### src/hdl/buck_pkg.sv
// Purpose: Shared constants, carriers and states of the buck sequencing core.
// Assumes: core_clk at 200 MHz; register offsets are byte addresses.
// Notes: The dead time is kept in ns and converted to cycles here; the boot pulse and ramp are given in cycles.
package buck_pkg;
    localparam int CLK_PERIOD_NS = 5;
    localparam int BBM_NS = 25;
    localparam int BBM_CYCLES = (BBM_NS + CLK_PERIOD_NS - 1) / CLK_PERIOD_NS;
    localparam int RAMP_STEPS = 64;
    localparam int RAMP_OSC_CYCLES = 4096;
    localparam int STEP_OSC_CYCLES = RAMP_OSC_CYCLES / RAMP_STEPS;
    localparam int BOOT_EVERY = 4;
    localparam int FOLD_DIV = 4;
    localparam logic [4:0] BOOT_PULSE_CYCLES = 5'h14;

    localparam logic [7:0] OFF_CTRL = 8'h00;
    localparam logic [7:0] OFF_OSC_PERIOD = 8'h04;
    localparam logic [7:0] OFF_MAX_ON = 8'h08;
    localparam logic [7:0] OFF_STATUS = 8'h0c;
    localparam logic [7:0] OFF_INT_STATUS = 8'h10;
    localparam logic [7:0] OFF_INT_CLEAR = 8'h14;
    localparam logic [7:0] OFF_INT_ENABLE = 8'h18;

    localparam logic [1:0] CTRL_RST = 2'h2;
    localparam logic [15:0] OSC_PERIOD_RST = 16'h00c8;
    localparam logic [15:0] MAX_ON_RST = 16'h00b4;
    localparam int CTRL_SYNC_BIT = 0;
    localparam int CTRL_EXT_BIT = 1;

    localparam int IRQ_W = 4;
    localparam int IRQ_ILIM = 0;
    localparam int IRQ_LOCKOUT = 1;
    localparam int IRQ_SS_DONE = 2;
    localparam int IRQ_SYNC_LOST = 3;

    typedef struct packed {
        logic duty_trip;
        logic cur_limit;
        logic hs_gate_low;
        logic low_side_gate_level;
    } stage_in_t;

    typedef struct packed {
        logic hs_on;
        logic low_side_drive;
        logic boot_wake;
    } stage_out_t;

    typedef enum logic [2:0] {
        ST_IDLE,
        ST_LS_OFF,
        ST_ON,
        ST_DEAD,
        ST_OFF
    } sw_state_t;
endpackage : buck_pkg

### src/hdl/buck_seq.sv
// Purpose: Switch timing, dead time, bootstrap wake and soft-start control of a buck converter.
// Assumes: All inputs except rst_n are synchronous to core_clk; analog comparators feed stage_in.
// Notes: Registers sit on an Avalon-MM slave with one wait state.
// What this block does
// - Each switching clock edge not skipped by foldback turns the high side on until duty, limit or current ends.
// - Switching clock comes from the oscillator, or the sync input while it toggles.
// - Nonsynchronous mode pulses the bootstrap wake switch every fourth off-time.
// - Current limit turns the high side off until the next clock edge.
// - Synchronous mode waits 25 ns after high side off before low side drive.
// - After a synchronous off-time, the high side stays off until the low side gate is seen discharged.
// - Low side drive waits until the high side gate is seen discharged.
// - Synchronous mode keeps the low side driven for the rest of each off-time.
// - Enable is active high; low enable turns the high side off.
// - A rising enable starts the soft-start ramp from zero.
// - Low enable forces the output ready flag low.
// - The converter stays off while the supply lockout reports low input.
// - Supply good or enable rise ramps the reference up in 64 steps.
// - Turn-off ramps the reference down to zero gradually.
// - Soft-start and soft-stop each take 4096 oscillator cycles.
// - Current limit folds the switching rate back to one quarter.
//
// Our own choices: the register offsets and the Avalon-MM slave port.
module buck_seq (
    input wire logic core_clk,
    input wire logic rst_n,
    input wire logic [7:0] avs_address,
    input wire logic avs_read,
    input wire logic avs_write,
    input wire logic [31:0] avs_writedata,
    input wire logic [3:0] avs_byteenable,
    output logic [31:0] avs_readdata,
    output logic avs_waitrequest,
    input wire logic enable_in,
    input wire logic supply_lockout,
    input wire logic sync_in,
    input wire logic vout_ok,
    input wire buck_pkg::stage_in_t stage_in,
    output buck_pkg::stage_out_t stage_out,
    output logic output_ok_flag,
    output logic irq
);
    import buck_pkg::*;

    function automatic logic [15:0] merge16(input logic [15:0] old, input logic [31:0] wd,
                                            input logic [3:0] be);
        merge16 = {be[1] ? wd[15:8] : old[15:8], be[0] ? wd[7:0] : old[7:0]};
    endfunction : merge16

    logic [1:0] rst_pipe;
    logic rst_s_n;
    logic [1:0] ctrl_reg;
    logic [15:0] osc_period_reg;
    logic [15:0] max_on_reg;
    logic [IRQ_W-1:0] int_status_reg;
    logic [IRQ_W-1:0] int_enable_reg;
    logic ack_reg;
    logic [31:0] rd_mux;
    logic wr_take;
    logic [15:0] osc_cnt;
    logic osc_tick;
    logic sync_prev_reg;
    logic sync_rise;
    logic [16:0] sync_timer;
    logic ext_active_reg;
    logic sync_lost;
    logic sw_tick;
    logic run;
    logic sync_mode;
    logic fold_reg;
    logic [1:0] fold_cnt;
    logic start_ok;
    logic [1:0] boot_cnt;
    logic [4:0] boot_tmr;
    logic boot_start;
    sw_state_t state_reg;
    sw_state_t state_next;
    logic [15:0] on_cnt;
    logic [3:0] dead_cnt;
    logic dead_done;
    logic end_pulse;
    logic supply_prev_reg;
    logic full_prev_reg;
    logic [IRQ_W-1:0] events;
    logic [6:0] ramp_reference;
    logic ramp_full;

    // The async reset only clears the pipe; release is taken in step with the clock.
    always_ff @(posedge core_clk or negedge rst_n) begin
        if (!rst_n) begin
            rst_pipe <= 2'h0;
        end else begin
            rst_pipe <= {rst_pipe[0], 1'b1};
        end
    end
    assign rst_s_n = rst_pipe[1];

    assign sync_mode = ctrl_reg[CTRL_SYNC_BIT];
    assign run = enable_in && supply_lockout;

    // Register bus: every access takes one wait state.
    assign avs_waitrequest = (avs_read || avs_write) && !ack_reg;
    assign wr_take = avs_write && ack_reg;

    always_ff @(posedge core_clk or negedge rst_s_n) begin
        if (!rst_s_n) begin
            ack_reg <= 1'b0;
        end else begin
            ack_reg <= (avs_read || avs_write) && !ack_reg;
        end
    end

    always_comb begin
        rd_mux = 32'h0000_0000;
        unique case (avs_address)
            OFF_CTRL: rd_mux = {30'h0, ctrl_reg};
            OFF_OSC_PERIOD: rd_mux = {16'h0000, osc_period_reg};
            OFF_MAX_ON: rd_mux = {16'h0000, max_on_reg};
            OFF_STATUS: rd_mux = {17'h0, ramp_reference, 2'h0, output_ok_flag, fold_reg,
                                  ext_active_reg, ramp_full, run, stage_out.hs_on};
            OFF_INT_STATUS: rd_mux = {28'h0, int_status_reg};
            OFF_INT_ENABLE: rd_mux = {28'h0, int_enable_reg};
            default: rd_mux = 32'h0000_0000;
        endcase
    end

    always_ff @(posedge core_clk or negedge rst_s_n) begin
        if (!rst_s_n) begin
            avs_readdata <= 32'h0000_0000;
        end else if (avs_read && !ack_reg) begin
            avs_readdata <= rd_mux;
        end
    end

    always_ff @(posedge core_clk or negedge rst_s_n) begin
        if (!rst_s_n) begin
            ctrl_reg <= CTRL_RST;
            osc_period_reg <= OSC_PERIOD_RST;
            max_on_reg <= MAX_ON_RST;
            int_enable_reg <= 4'h0;
        end else if (wr_take) begin
            if (avs_address == OFF_CTRL && avs_byteenable[0]) begin
                ctrl_reg <= avs_writedata[1:0];
            end
            if (avs_address == OFF_OSC_PERIOD) begin
                osc_period_reg <= merge16(osc_period_reg, avs_writedata, avs_byteenable);
            end
            if (avs_address == OFF_MAX_ON) begin
                max_on_reg <= merge16(max_on_reg, avs_writedata, avs_byteenable);
            end
            if (avs_address == OFF_INT_ENABLE && avs_byteenable[0]) begin
                int_enable_reg <= avs_writedata[IRQ_W-1:0];
            end
        end
    end

    // Internal oscillator; >= keeps it running if the period is shortened mid-count.
    assign osc_tick = (osc_cnt >= 16'(osc_period_reg - 16'h0001));

    always_ff @(posedge core_clk or negedge rst_s_n) begin
        if (!rst_s_n) begin
            osc_cnt <= 16'h0000;
        end else if (osc_tick) begin
            osc_cnt <= 16'h0000;
        end else begin
            osc_cnt <= 16'(osc_cnt + 16'h0001);
        end
    end

    // External sync takes over on its rising edges and is dropped after two silent periods.
    assign sync_rise = sync_in && !sync_prev_reg;
    assign sync_lost = ext_active_reg && (sync_timer >= {osc_period_reg, 1'b0});
    assign sw_tick = ext_active_reg ? sync_rise : osc_tick;

    always_ff @(posedge core_clk or negedge rst_s_n) begin
        if (!rst_s_n) begin
            sync_prev_reg <= 1'b0;
            sync_timer <= 17'h00000;
            ext_active_reg <= 1'b0;
        end else begin
            sync_prev_reg <= sync_in;
            sync_timer <= sync_rise ? 17'h00000 : 17'(sync_timer + 17'h00001);
            if (!ctrl_reg[CTRL_EXT_BIT] || sync_lost) begin
                ext_active_reg <= 1'b0;
            end else if (sync_rise) begin
                ext_active_reg <= 1'b1;
            end
        end
    end

    // Foldback lasts until a pulse ends without hitting the limit.
    assign start_ok = !fold_reg || fold_cnt == 2'h0;

    always_ff @(posedge core_clk or negedge rst_s_n) begin
        if (!rst_s_n) begin
            fold_reg <= 1'b0;
            fold_cnt <= 2'h0;
        end else begin
            if (state_reg == ST_ON && stage_in.cur_limit) begin
                fold_reg <= 1'b1;
            end else if (state_reg == ST_ON && end_pulse) begin
                fold_reg <= 1'b0;
            end
            if (sw_tick) begin
                fold_cnt <= fold_reg ? 2'(fold_cnt + 2'h1) : 2'h0;
            end
        end
    end

    assign end_pulse = !run || stage_in.cur_limit || stage_in.duty_trip
                     || on_cnt >= 16'(max_on_reg - 16'h0001);
    assign dead_done = dead_cnt >= 4'(BBM_CYCLES - 1);

    always_comb begin
        state_next = state_reg;
        unique case (state_reg)
            ST_IDLE, ST_OFF: begin
                if (!run) begin
                    state_next = ST_IDLE;
                end else if (sw_tick && start_ok) begin
                    state_next = (state_reg == ST_OFF && sync_mode) ? ST_LS_OFF : ST_ON;
                end
            end
            ST_LS_OFF: begin
                if (!run) begin
                    state_next = ST_IDLE;
                end else if (stage_in.low_side_gate_level) begin
                    state_next = ST_ON;
                end
            end
            ST_ON: begin
                if (end_pulse) begin
                    state_next = sync_mode ? ST_DEAD : ST_OFF;
                end
            end
            ST_DEAD: begin
                if (!run) begin
                    state_next = ST_IDLE;
                end else if (dead_done && stage_in.hs_gate_low) begin
                    state_next = ST_OFF;
                end
            end
        endcase
    end

    always_ff @(posedge core_clk or negedge rst_s_n) begin
        if (!rst_s_n) begin
            state_reg <= ST_IDLE;
            on_cnt <= 16'h0000;
            dead_cnt <= 4'h0;
        end else begin
            state_reg <= state_next;
            on_cnt <= (state_next == ST_ON) ? 16'(on_cnt + 16'h0001) : 16'h0000;
            dead_cnt <= (state_reg == ST_DEAD && !dead_done) ? 4'(dead_cnt + 4'h1) :
                        (state_reg == ST_DEAD) ? dead_cnt : 4'h0;
        end
    end
    // on_cnt counts ON cycles including the current one, so it restarts at 1 when ON is entered.

    assign boot_start = state_reg == ST_ON && state_next == ST_OFF && !sync_mode && boot_cnt == 2'h0;

    always_ff @(posedge core_clk or negedge rst_s_n) begin
        if (!rst_s_n) begin
            boot_cnt <= 2'h0;
            boot_tmr <= 5'h00;
        end else begin
            if (state_reg == ST_ON && state_next == ST_OFF && !sync_mode) begin
                boot_cnt <= 2'(boot_cnt + 2'h1);
            end
            if (boot_start) begin
                boot_tmr <= BOOT_PULSE_CYCLES;
            end else if (state_next != ST_OFF) begin
                boot_tmr <= 5'h00;
            end else if (boot_tmr != 5'h00) begin
                boot_tmr <= 5'(boot_tmr - 5'h01);
            end
        end
    end

    // Outputs follow the next state so a current limit drops the switch one edge later.
    always_ff @(posedge core_clk or negedge rst_s_n) begin
        if (!rst_s_n) begin
            stage_out <= '0;
        end else begin
            stage_out.hs_on <= state_next == ST_ON;
            stage_out.low_side_drive <= state_next == ST_OFF && sync_mode;
            stage_out.boot_wake <= boot_start || (boot_tmr > 5'h01 && state_next == ST_OFF);
        end
    end

    soft_ramp u_ramp (
        .core_clk(core_clk),
        .rst_n(rst_s_n),
        .osc_tick(osc_tick),
        .run(run),
        .ramp_reference(ramp_reference),
        .ramp_full(ramp_full)
    );

    // Interrupt flags: a new event wins over a clear in the same cycle.
    assign events[IRQ_ILIM] = state_reg == ST_ON && stage_in.cur_limit;
    assign events[IRQ_LOCKOUT] = supply_prev_reg && !supply_lockout;
    assign events[IRQ_SS_DONE] = ramp_full && !full_prev_reg;
    assign events[IRQ_SYNC_LOST] = sync_lost;

    always_ff @(posedge core_clk or negedge rst_s_n) begin
        if (!rst_s_n) begin
            supply_prev_reg <= 1'b0;
            full_prev_reg <= 1'b0;
            int_status_reg <= 4'h0;
            output_ok_flag <= 1'b0;
        end else begin
            supply_prev_reg <= supply_lockout;
            full_prev_reg <= ramp_full;
            if (wr_take && avs_address == OFF_INT_CLEAR && avs_byteenable[0]) begin
                int_status_reg <= (int_status_reg & ~avs_writedata[IRQ_W-1:0]) | events;
            end else begin
                int_status_reg <= int_status_reg | events;
            end
            output_ok_flag <= enable_in && run && ramp_full && vout_ok;
        end
    end

    assign irq = |(int_status_reg & int_enable_reg);
endmodule : buck_seq

### src/hdl/soft_ramp.sv
// Purpose: Digital soft-start and soft-stop reference ramp.
// Assumes: osc_tick is one cycle per internal oscillator period.
// Notes: A new start always begins from zero.
module soft_ramp (
    input wire logic core_clk,
    input wire logic rst_n,
    input wire logic osc_tick,
    input wire logic run,
    output logic [6:0] ramp_reference,
    output logic ramp_full
);
    import buck_pkg::*;

    logic [5:0] div_reg;
    logic run_prev_reg;
    logic step;

    assign step = osc_tick && (div_reg == 6'(STEP_OSC_CYCLES - 1));
    assign ramp_full = (ramp_reference == 7'(RAMP_STEPS));

    always_ff @(posedge core_clk or negedge rst_n) begin
        if (!rst_n) begin
            run_prev_reg <= 1'b0;
        end else begin
            run_prev_reg <= run;
        end
    end

    always_ff @(posedge core_clk or negedge rst_n) begin
        if (!rst_n) begin
            div_reg <= 6'h00;
        end else if (run && !run_prev_reg) begin
            div_reg <= 6'h00;
        end else if (osc_tick) begin
            div_reg <= 6'(div_reg + 6'h01);
        end
    end

    // Each step is 64 oscillator cycles, so 64 steps span 4096 cycles.
    always_ff @(posedge core_clk or negedge rst_n) begin
        if (!rst_n) begin
            ramp_reference <= 7'h00;
        end else if (run && !run_prev_reg) begin
            ramp_reference <= 7'h00;
        end else if (step && run && !ramp_full) begin
            ramp_reference <= 7'(ramp_reference + 7'h01);
        end else if (step && !run && ramp_reference != 7'h00) begin
            ramp_reference <= 7'(ramp_reference - 7'h01);
        end
    end
endmodule : soft_ramp

### config.mk
export PLATFORM = sky130hd
export DESIGN_NAME = buck_seq
export DESIGN_NICKNAME = d
export VERILOG_FILES = /design/src/hdl/buck_pkg.sv /design/src/hdl/buck_seq.sv /design/src/hdl/soft_ramp.sv
export SDC_FILE = /design/constraint.sdc
export NUM_CORES = 1
export LEC_CHECK = 0
export BUFFER_PORTS_ARGS = -buffer_cell sky130_fd_sc_hd__buf_4
export CORE_ASPECT_RATIO = 1.1
export CORE_UTILIZATION = 40
export CTS_BUF_LIST = sky130_fd_sc_hd__clkbuf_16
export CTS_CLUSTER_DIAMETER = 50
export DETAILED_ROUTE_END_ITERATION = 7
export PLACE_DENSITY = 0.58
export SLEW_MARGIN = 20
export SYNTH_ARGS = -nofsm -noshare
export SYNTH_HDL_FRONTEND = slang
export SYNTH_SLANG_ARGS = --single-unit
export TNS_END_PERCENT = 5
### constraint.sdc
create_clock -name core_clk -period 12.4 [get_ports core_clk]
set_clock_uncertainty 0.1 [all_clocks]
set_input_delay 1.86 -clock core_clk [delete_from_list [all_inputs] [get_ports core_clk]]
set_output_delay 1.86 -clock core_clk [all_outputs]
set_load 0.005 [all_outputs]
Word level (Yosys, flattened, before mapping)
Index checks and enable logic that the tools add are counted.
{"block": "word_totals", "out_inout_bits": 38, "reg_bits": 165}
{"block": "op_classes", "n_addsub": 12, "n_lt_le_gt_ge": 5, "mux": 31, "bitwise_logic": 5, "n_eq_ne": 16, "n_reduce_logical": 69}
{"cell": "16-bit one-hot mux with 6 select lines", "n": 1}
{"cell": "16-bit by 1-bit adder with 16-bit output, second input constant", "n": 2}
{"cell": "16-bit >= comparator", "n": 2}
{"cell": "1-bit logical AND", "n": 32}
{"cell": "16-bit 2-to-1 mux", "n": 2}
{"cell": "16-bit by 1-bit subtractor with 16-bit output, second input constant", "n": 2}
{"cell": "8-bit by 5-bit == test with 1-bit output, second input constant", "n": 3}
{"cell": "3-bit 2-to-1 mux", "n": 8}
{"cell": "7-bit 2-to-1 mux", "n": 3}
{"cell": "17-bit by 1-bit adder with 17-bit output, second input constant", "n": 1}
{"cell": "17-bit >= comparator", "n": 1}
{"cell": "17-bit 2-to-1 mux", "n": 1}
{"cell": "8-bit by 4-bit == test with 1-bit output, second input constant", "n": 2}
{"cell": "5-bit 2-to-1 mux", "n": 3}
{"cell": "4-bit 2-to-1 mux", "n": 3}
{"cell": "6-bit 2-to-1 mux", "n": 2}
{"cell": "3-bit one-hot mux with 4 select lines", "n": 1}
{"cell": "3-bit AND reduction", "n": 4}
{"cell": "1-bit zero test", "n": 11}
{"cell": "3-bit by 2-bit == test with 1-bit output, second input constant", "n": 3}
{"cell": "4-bit bitwise AND", "n": 2}
{"cell": "8-bit by 3-bit == test with 1-bit output, second input constant", "n": 1}
{"cell": "8-bit zero test", "n": 1}
{"cell": "4-bit bitwise OR", "n": 2}
{"cell": "27 further kinds", "n": 45}

Logic depth before layout (Yosys ltp)
{"block": "logic_depth", "depth_word": 12, "mapped_depth": 24}

Hierarchy
Synthesis repeated with hierarchy kept, for this count alone.
{"block": "hier_totals", "cells_unflattened": 874, "area_unflattened_um2": 8730.9}
{"mod": "buck_seq", "seq_area_each_um2": 3388.2, "area_each_um2": 7772.5, "instances": 1, "cells_each": 778}
{"mod": "soft_ramp", "seq_area_each_um2": 350.3, "area_each_um2": 958.4, "instances": 1, "cells_each": 96}

Worst setup path before layout
Ideal clock, no wire load.
{"block": "synth_timing", "path_type": "register to register", "from": "reg osc_period_reg[0]", "to": "reg u_ramp.ramp_reference[6]", "setup_ns": 0.072, "arrival_ns": 4.572, "stages_incl_launch_ff": 22, "required_time_ns": 12.228, "slack_ns": 7.656, "cell_sequence": "dfrtp_1 > nor3_1 > nand4_1 > nor4_1 > nand2_1 > nor4_1 > xnor2_1 > ha_1 > and4_4 > nand2_1 > o21a_1 > nor4_4 > nand3_1 > ha_1 > nor2b_1 > o21ai_0 > nand2b_1 > nand3_1 > nand2_1 > mux2_2 > a32o_1 > nor2_1"}
{"block": "synth_via", "elab_chain_len": 7}
{"element": "start, declared", "line_no": "buck_seq.sv:52", "rtl": "logic [15:0] osc_period_reg;"}
{"element": "start signal, assigned", "line_no": "buck_seq.sv:145", "rtl": "osc_period_reg <= merge16(osc_period_reg, avs_writedata, avs_byteenable);"}
{"element": "16-bit by 1-bit subtractor with 16-bit output *", "line_no": "buck_seq.sv:157", "rtl": "assign osc_tick = (osc_cnt >= 16'(osc_period_reg - 16'h0001));"}
{"element": "16-bit >= comparator *", "line_no": "buck_seq.sv:157"}
{"element": "1-bit logical AND *", "line_no": "soft_ramp.sv:18", "rtl": "assign step = osc_tick && (div_reg == 6'(STEP_OSC_CYCLES - 1));"}
{"element": "1-bit logical AND (2 in a row)", "line_no": "soft_ramp.sv:45", "rtl": "end else if (step && run && !ramp_full) begin"}
{"element": "7-bit 2-to-1 mux", "line_no": "soft_ramp.sv:45"}
{"element": "7-bit 2-to-1 mux", "line_no": "soft_ramp.sv:43", "rtl": "end else if (run && !run_prev_reg) begin"}
{"element": "end signal, assigned", "line_no": "soft_ramp.sv:46", "rtl": "ramp_reference <= 7'(ramp_reference + 7'h01);"}
{"element": "end signal, assigned", "line_no": "soft_ramp.sv:48", "rtl": "ramp_reference <= 7'(ramp_reference - 7'h01);"}
{"element": "end, declared", "line_no": "soft_ramp.sv:9", "rtl": "output logic [6:0] ramp_reference,"}
Every way passes the cells marked *; elsewhere a longest branch is shown, timed or not.
A chain may end at the register's enable or synchronous reset.

Worst setup path in the final report
Ends and elaborated chain as after synthesis.

==> out/qor.csv <==
metric,value,unit
status,finished clean,
Post-synth EDFFs,0,
clk slew on worst S/H paths,70,ps
fin area,0.0101,mm²
die width,143,µm
Synth async-reset ratio,100,%
setup bufs post-CTS,0,
grt total ovfl,0,
H-Tree Depth,4,
core area,0.0214,mm²
post-synthesis mux area share,6.17,%
Setup crit start kind,register,
R2R Path End,u_ramp.ramp_reference[6]$_DFFE_PN0P_,
DRC viols,0,
clk root buf,clkbuf_16,
HPWL after DPL,15200,µm
Antenna Nets Post-Route,0,
"most common cell after layout, fill and taps aside",dfrtp_1,
xor and xnor area share after synthesis,7.98,%
Final period util,45.4,%
R2R setup slack,6770,ps
critical path type,reg2reg,
Final GP Congestion,0.845,
"Slew Viols, Final",0,
post-synthesis simple-gate area fraction,18.3,%
Max Root-Sink Buffers,2,
Yosys cell types,71,
Pwr Density,132,mW/mm²
layout cell share with drive strength beyond 1,17.2,%
Total GRT Usage,18.9,%
1st-pass router iterations,5,
largest register by flop count,sync_timer,
die height,157,µm
"Hold Vio Cnt, Final",0,
average size of a mapped cell,9.74,µm²
# clock sinks,149,
Crit Path Max Fanout,6,
worst-case reg-to-reg path depth,22,
nets,1086,
largest family of logic cells by synthesized area,simple AND/OR/NAND/NOR gates,
compound-cell area share of the yosys netlist,11.2,%
relative slew slack,36.0,%
clk_lat worst skew,420,ps
num rows,56,
Peak VDD IR,0.0892,mV
max cap viols,0,
CTS-repair resized insts,0,
dpl cells,1235,
leakage power,4.82,nW
CP Capture Type,register,
placed instance area,0.00948,mm²
Layout area overhead,14.9,%
Yosys reg bits,149,
full die area,0.0225,mm²
WL final,20000,µm
Synth Area in Adders,9.49,%
global-route wire length before repair,32500,µm
DR iter-0 viols,303,
Slew @ Worst Pin,957,ps
WL/cell,15.8,µm
Max Freq,178,MHz
via count,6521,
Yosys warning total,0,
max reg flops,17,
Final Non-Filler Cells,1267,
RSZ-0062 raised after global routing,false,
Synth Instances,901,
antenna violations before repair,0,
vias per cell,5.15,
largest net degree at the start of global routing,58,
Fillers,2065,
"commonest non-fill, non-tap cells in the layout","dfrtp_1 (140), nor2_1 (95), nand2_1 (91)",
Critical Path RT,12660,ps
Starting Density,40.9,%
cts-stage hold buffer count,0,
vias in the first global route,6227,
CTS buffer count,17,
endpoints failing setup,0,
io pins,94,
reg2reg start,osc_period_reg[0]$_DFFE_PN0P_,
worst hold-check path type,reg2async,
main flop type after synthesis,dfrtp_1,
Post-Route Setup TNS,0,ps
CTS tree,done,
hold_ws,204,ps
sequential element share of the synthesized area,42.6,%
Final Critical Period,5630,ps
n_diodes,0,
Port Buf Inserts,59,
"Cell Area, Synth",0.00878,mm²
Worst EP arrival,5890,ps
## final cells by class
class	instances	area (µm²)	area share, %
multi-input cells	687	4730	46.9
flip-flops and latches	149	3740	37.1
repair buffers	64	480	4.76
clock buffers	17	425	4.22
well taps	290	363	3.60
clock inverters	15	179	1.77
inverters	45	169	1.67
## kinds of logic after synthesis
kind of cell,after synthesis
xor gates and xnor gates,80
and+or+nand+nor,331
muxes,49
DFF,149
adders and majority gates,66
buffers and inverters,80
AOI/OAI and AO/OA,144
other,2
## Yosys cell counts (3+ instances only)
cell      instances  area share [%]
xnor2_1          47             4.7
o31ai_1          12             1.0
a22o_1            8            0.80
nand2b_1          8            0.57
and2_1            4            0.29
a21oi_1          34             1.9
nor3_1           17            0.97
or3_1             9            0.64
a22oi_1          13             1.1
dfrtp_1         141              40
xor2_1           33             3.3
ha_1             65             9.3
nand3_1          37             2.1
nand4_1          15             1.1
o22ai_1           3            0.21
o21ai_0          40             2.3
nand2_1          91             3.9
mux2_2           41             5.3
or4_1             4            0.34
nor4_1            7            0.50
nor2b_1          10            0.71
mux2i_1           8            0.91
inv_1            43             1.8
a21o_1            8            0.68
nor2_1           95             4.1
and3_1           15             1.1
buf_4            16             1.4
clkbuf_1         18            0.77
dfstp_2           8             2.4
## how the worst max path moves through the flow
| stage | start | end | slack [ps] | depth (start not counted) |
|---|---|---|---|---|
| after global routing | osc_period_reg[0]$_DFFE_PN0P_ | u_ramp.ramp_reference[6]$_DFFE_PN0P_ | 6210 | 22 |
| after CTS | osc_period_reg[0]$_DFFE_PN0P_ | u_ramp.ramp_reference[6]$_DFFE_PN0P_ | 6790 | 22 |
| after detailed placement | osc_period_reg[0]$_DFFE_PN0P_ | u_ramp.ramp_reference[6]$_DFFE_PN0P_ | 6800 | 22 |
| after floorplan | osc_period_reg[0]$_DFFE_PN0P_ | u_ramp.ramp_reference[6]$_DFFE_PN0P_ | 7660 | 21 |
| final | osc_period_reg[0]$_DFFE_PN0P_ | u_ramp.ramp_reference[6]$_DFFE_PN0P_ | 6770 | 22 |
| after global placement | osc_period_reg[0]$_DFFE_PN0P_ | u_ramp.ramp_reference[6]$_DFFE_PN0P_ | 6860 | 22 |
## per-stage QoR
| step | power, W | utilization [%] | setup slack, ps |
|---|---|---|---|
| finish | 0.00133 | 47.1 | 6770 |
| global route | 0.00141 | 47.1 | 6210 |
| floorplan | 0.000746 | - | 7660 |
| detailed placement | 0.000808 | 44.2 | 6800 |
| global placement | 0.000804 | 44.2 | 6860 |
| CTS | 0.00135 | 47.0 | 6790 |
## report_power, final
part / leakage (nW) / switching, W / internal, W
logic: 2.52 / 0.000114 / 0.0000982
registers: 2.00 / 0.0000545 / 0.000531
clock network: 0.300 / 0.000216 / 0.000319
## per-layer routing
metal	wire (µm)	global-route usage, %	share of wire (%)
met3	607	2.80	3.0
met1	9610	25.8	48
met2	9390	30.3	47
met5	0	0	0
met4	366	6.94	1.8
## worst max-delay path, cell delays in order, from the launching register on
cell      delay (ps)
dfrtp_1          470
nor3_1           370
nand4_1          230
nor4_1           380
nand2_1          180
nor4_1           260
xnor2_1          110
ha_1             300
a21oi_1           60
o21ai_0          310
a21oi_1          120
o21a_1           200
nor4_4           520
nand3_1          340
ha_1             410
nor2b_1          160
o21ai_0           90
nand2b_1         110
nand3_1           90
nand2_1          110
mux2_2           350
a32o_1           260
nor2_1            70
No activity file was read; power rests on OpenSTA's default activity.
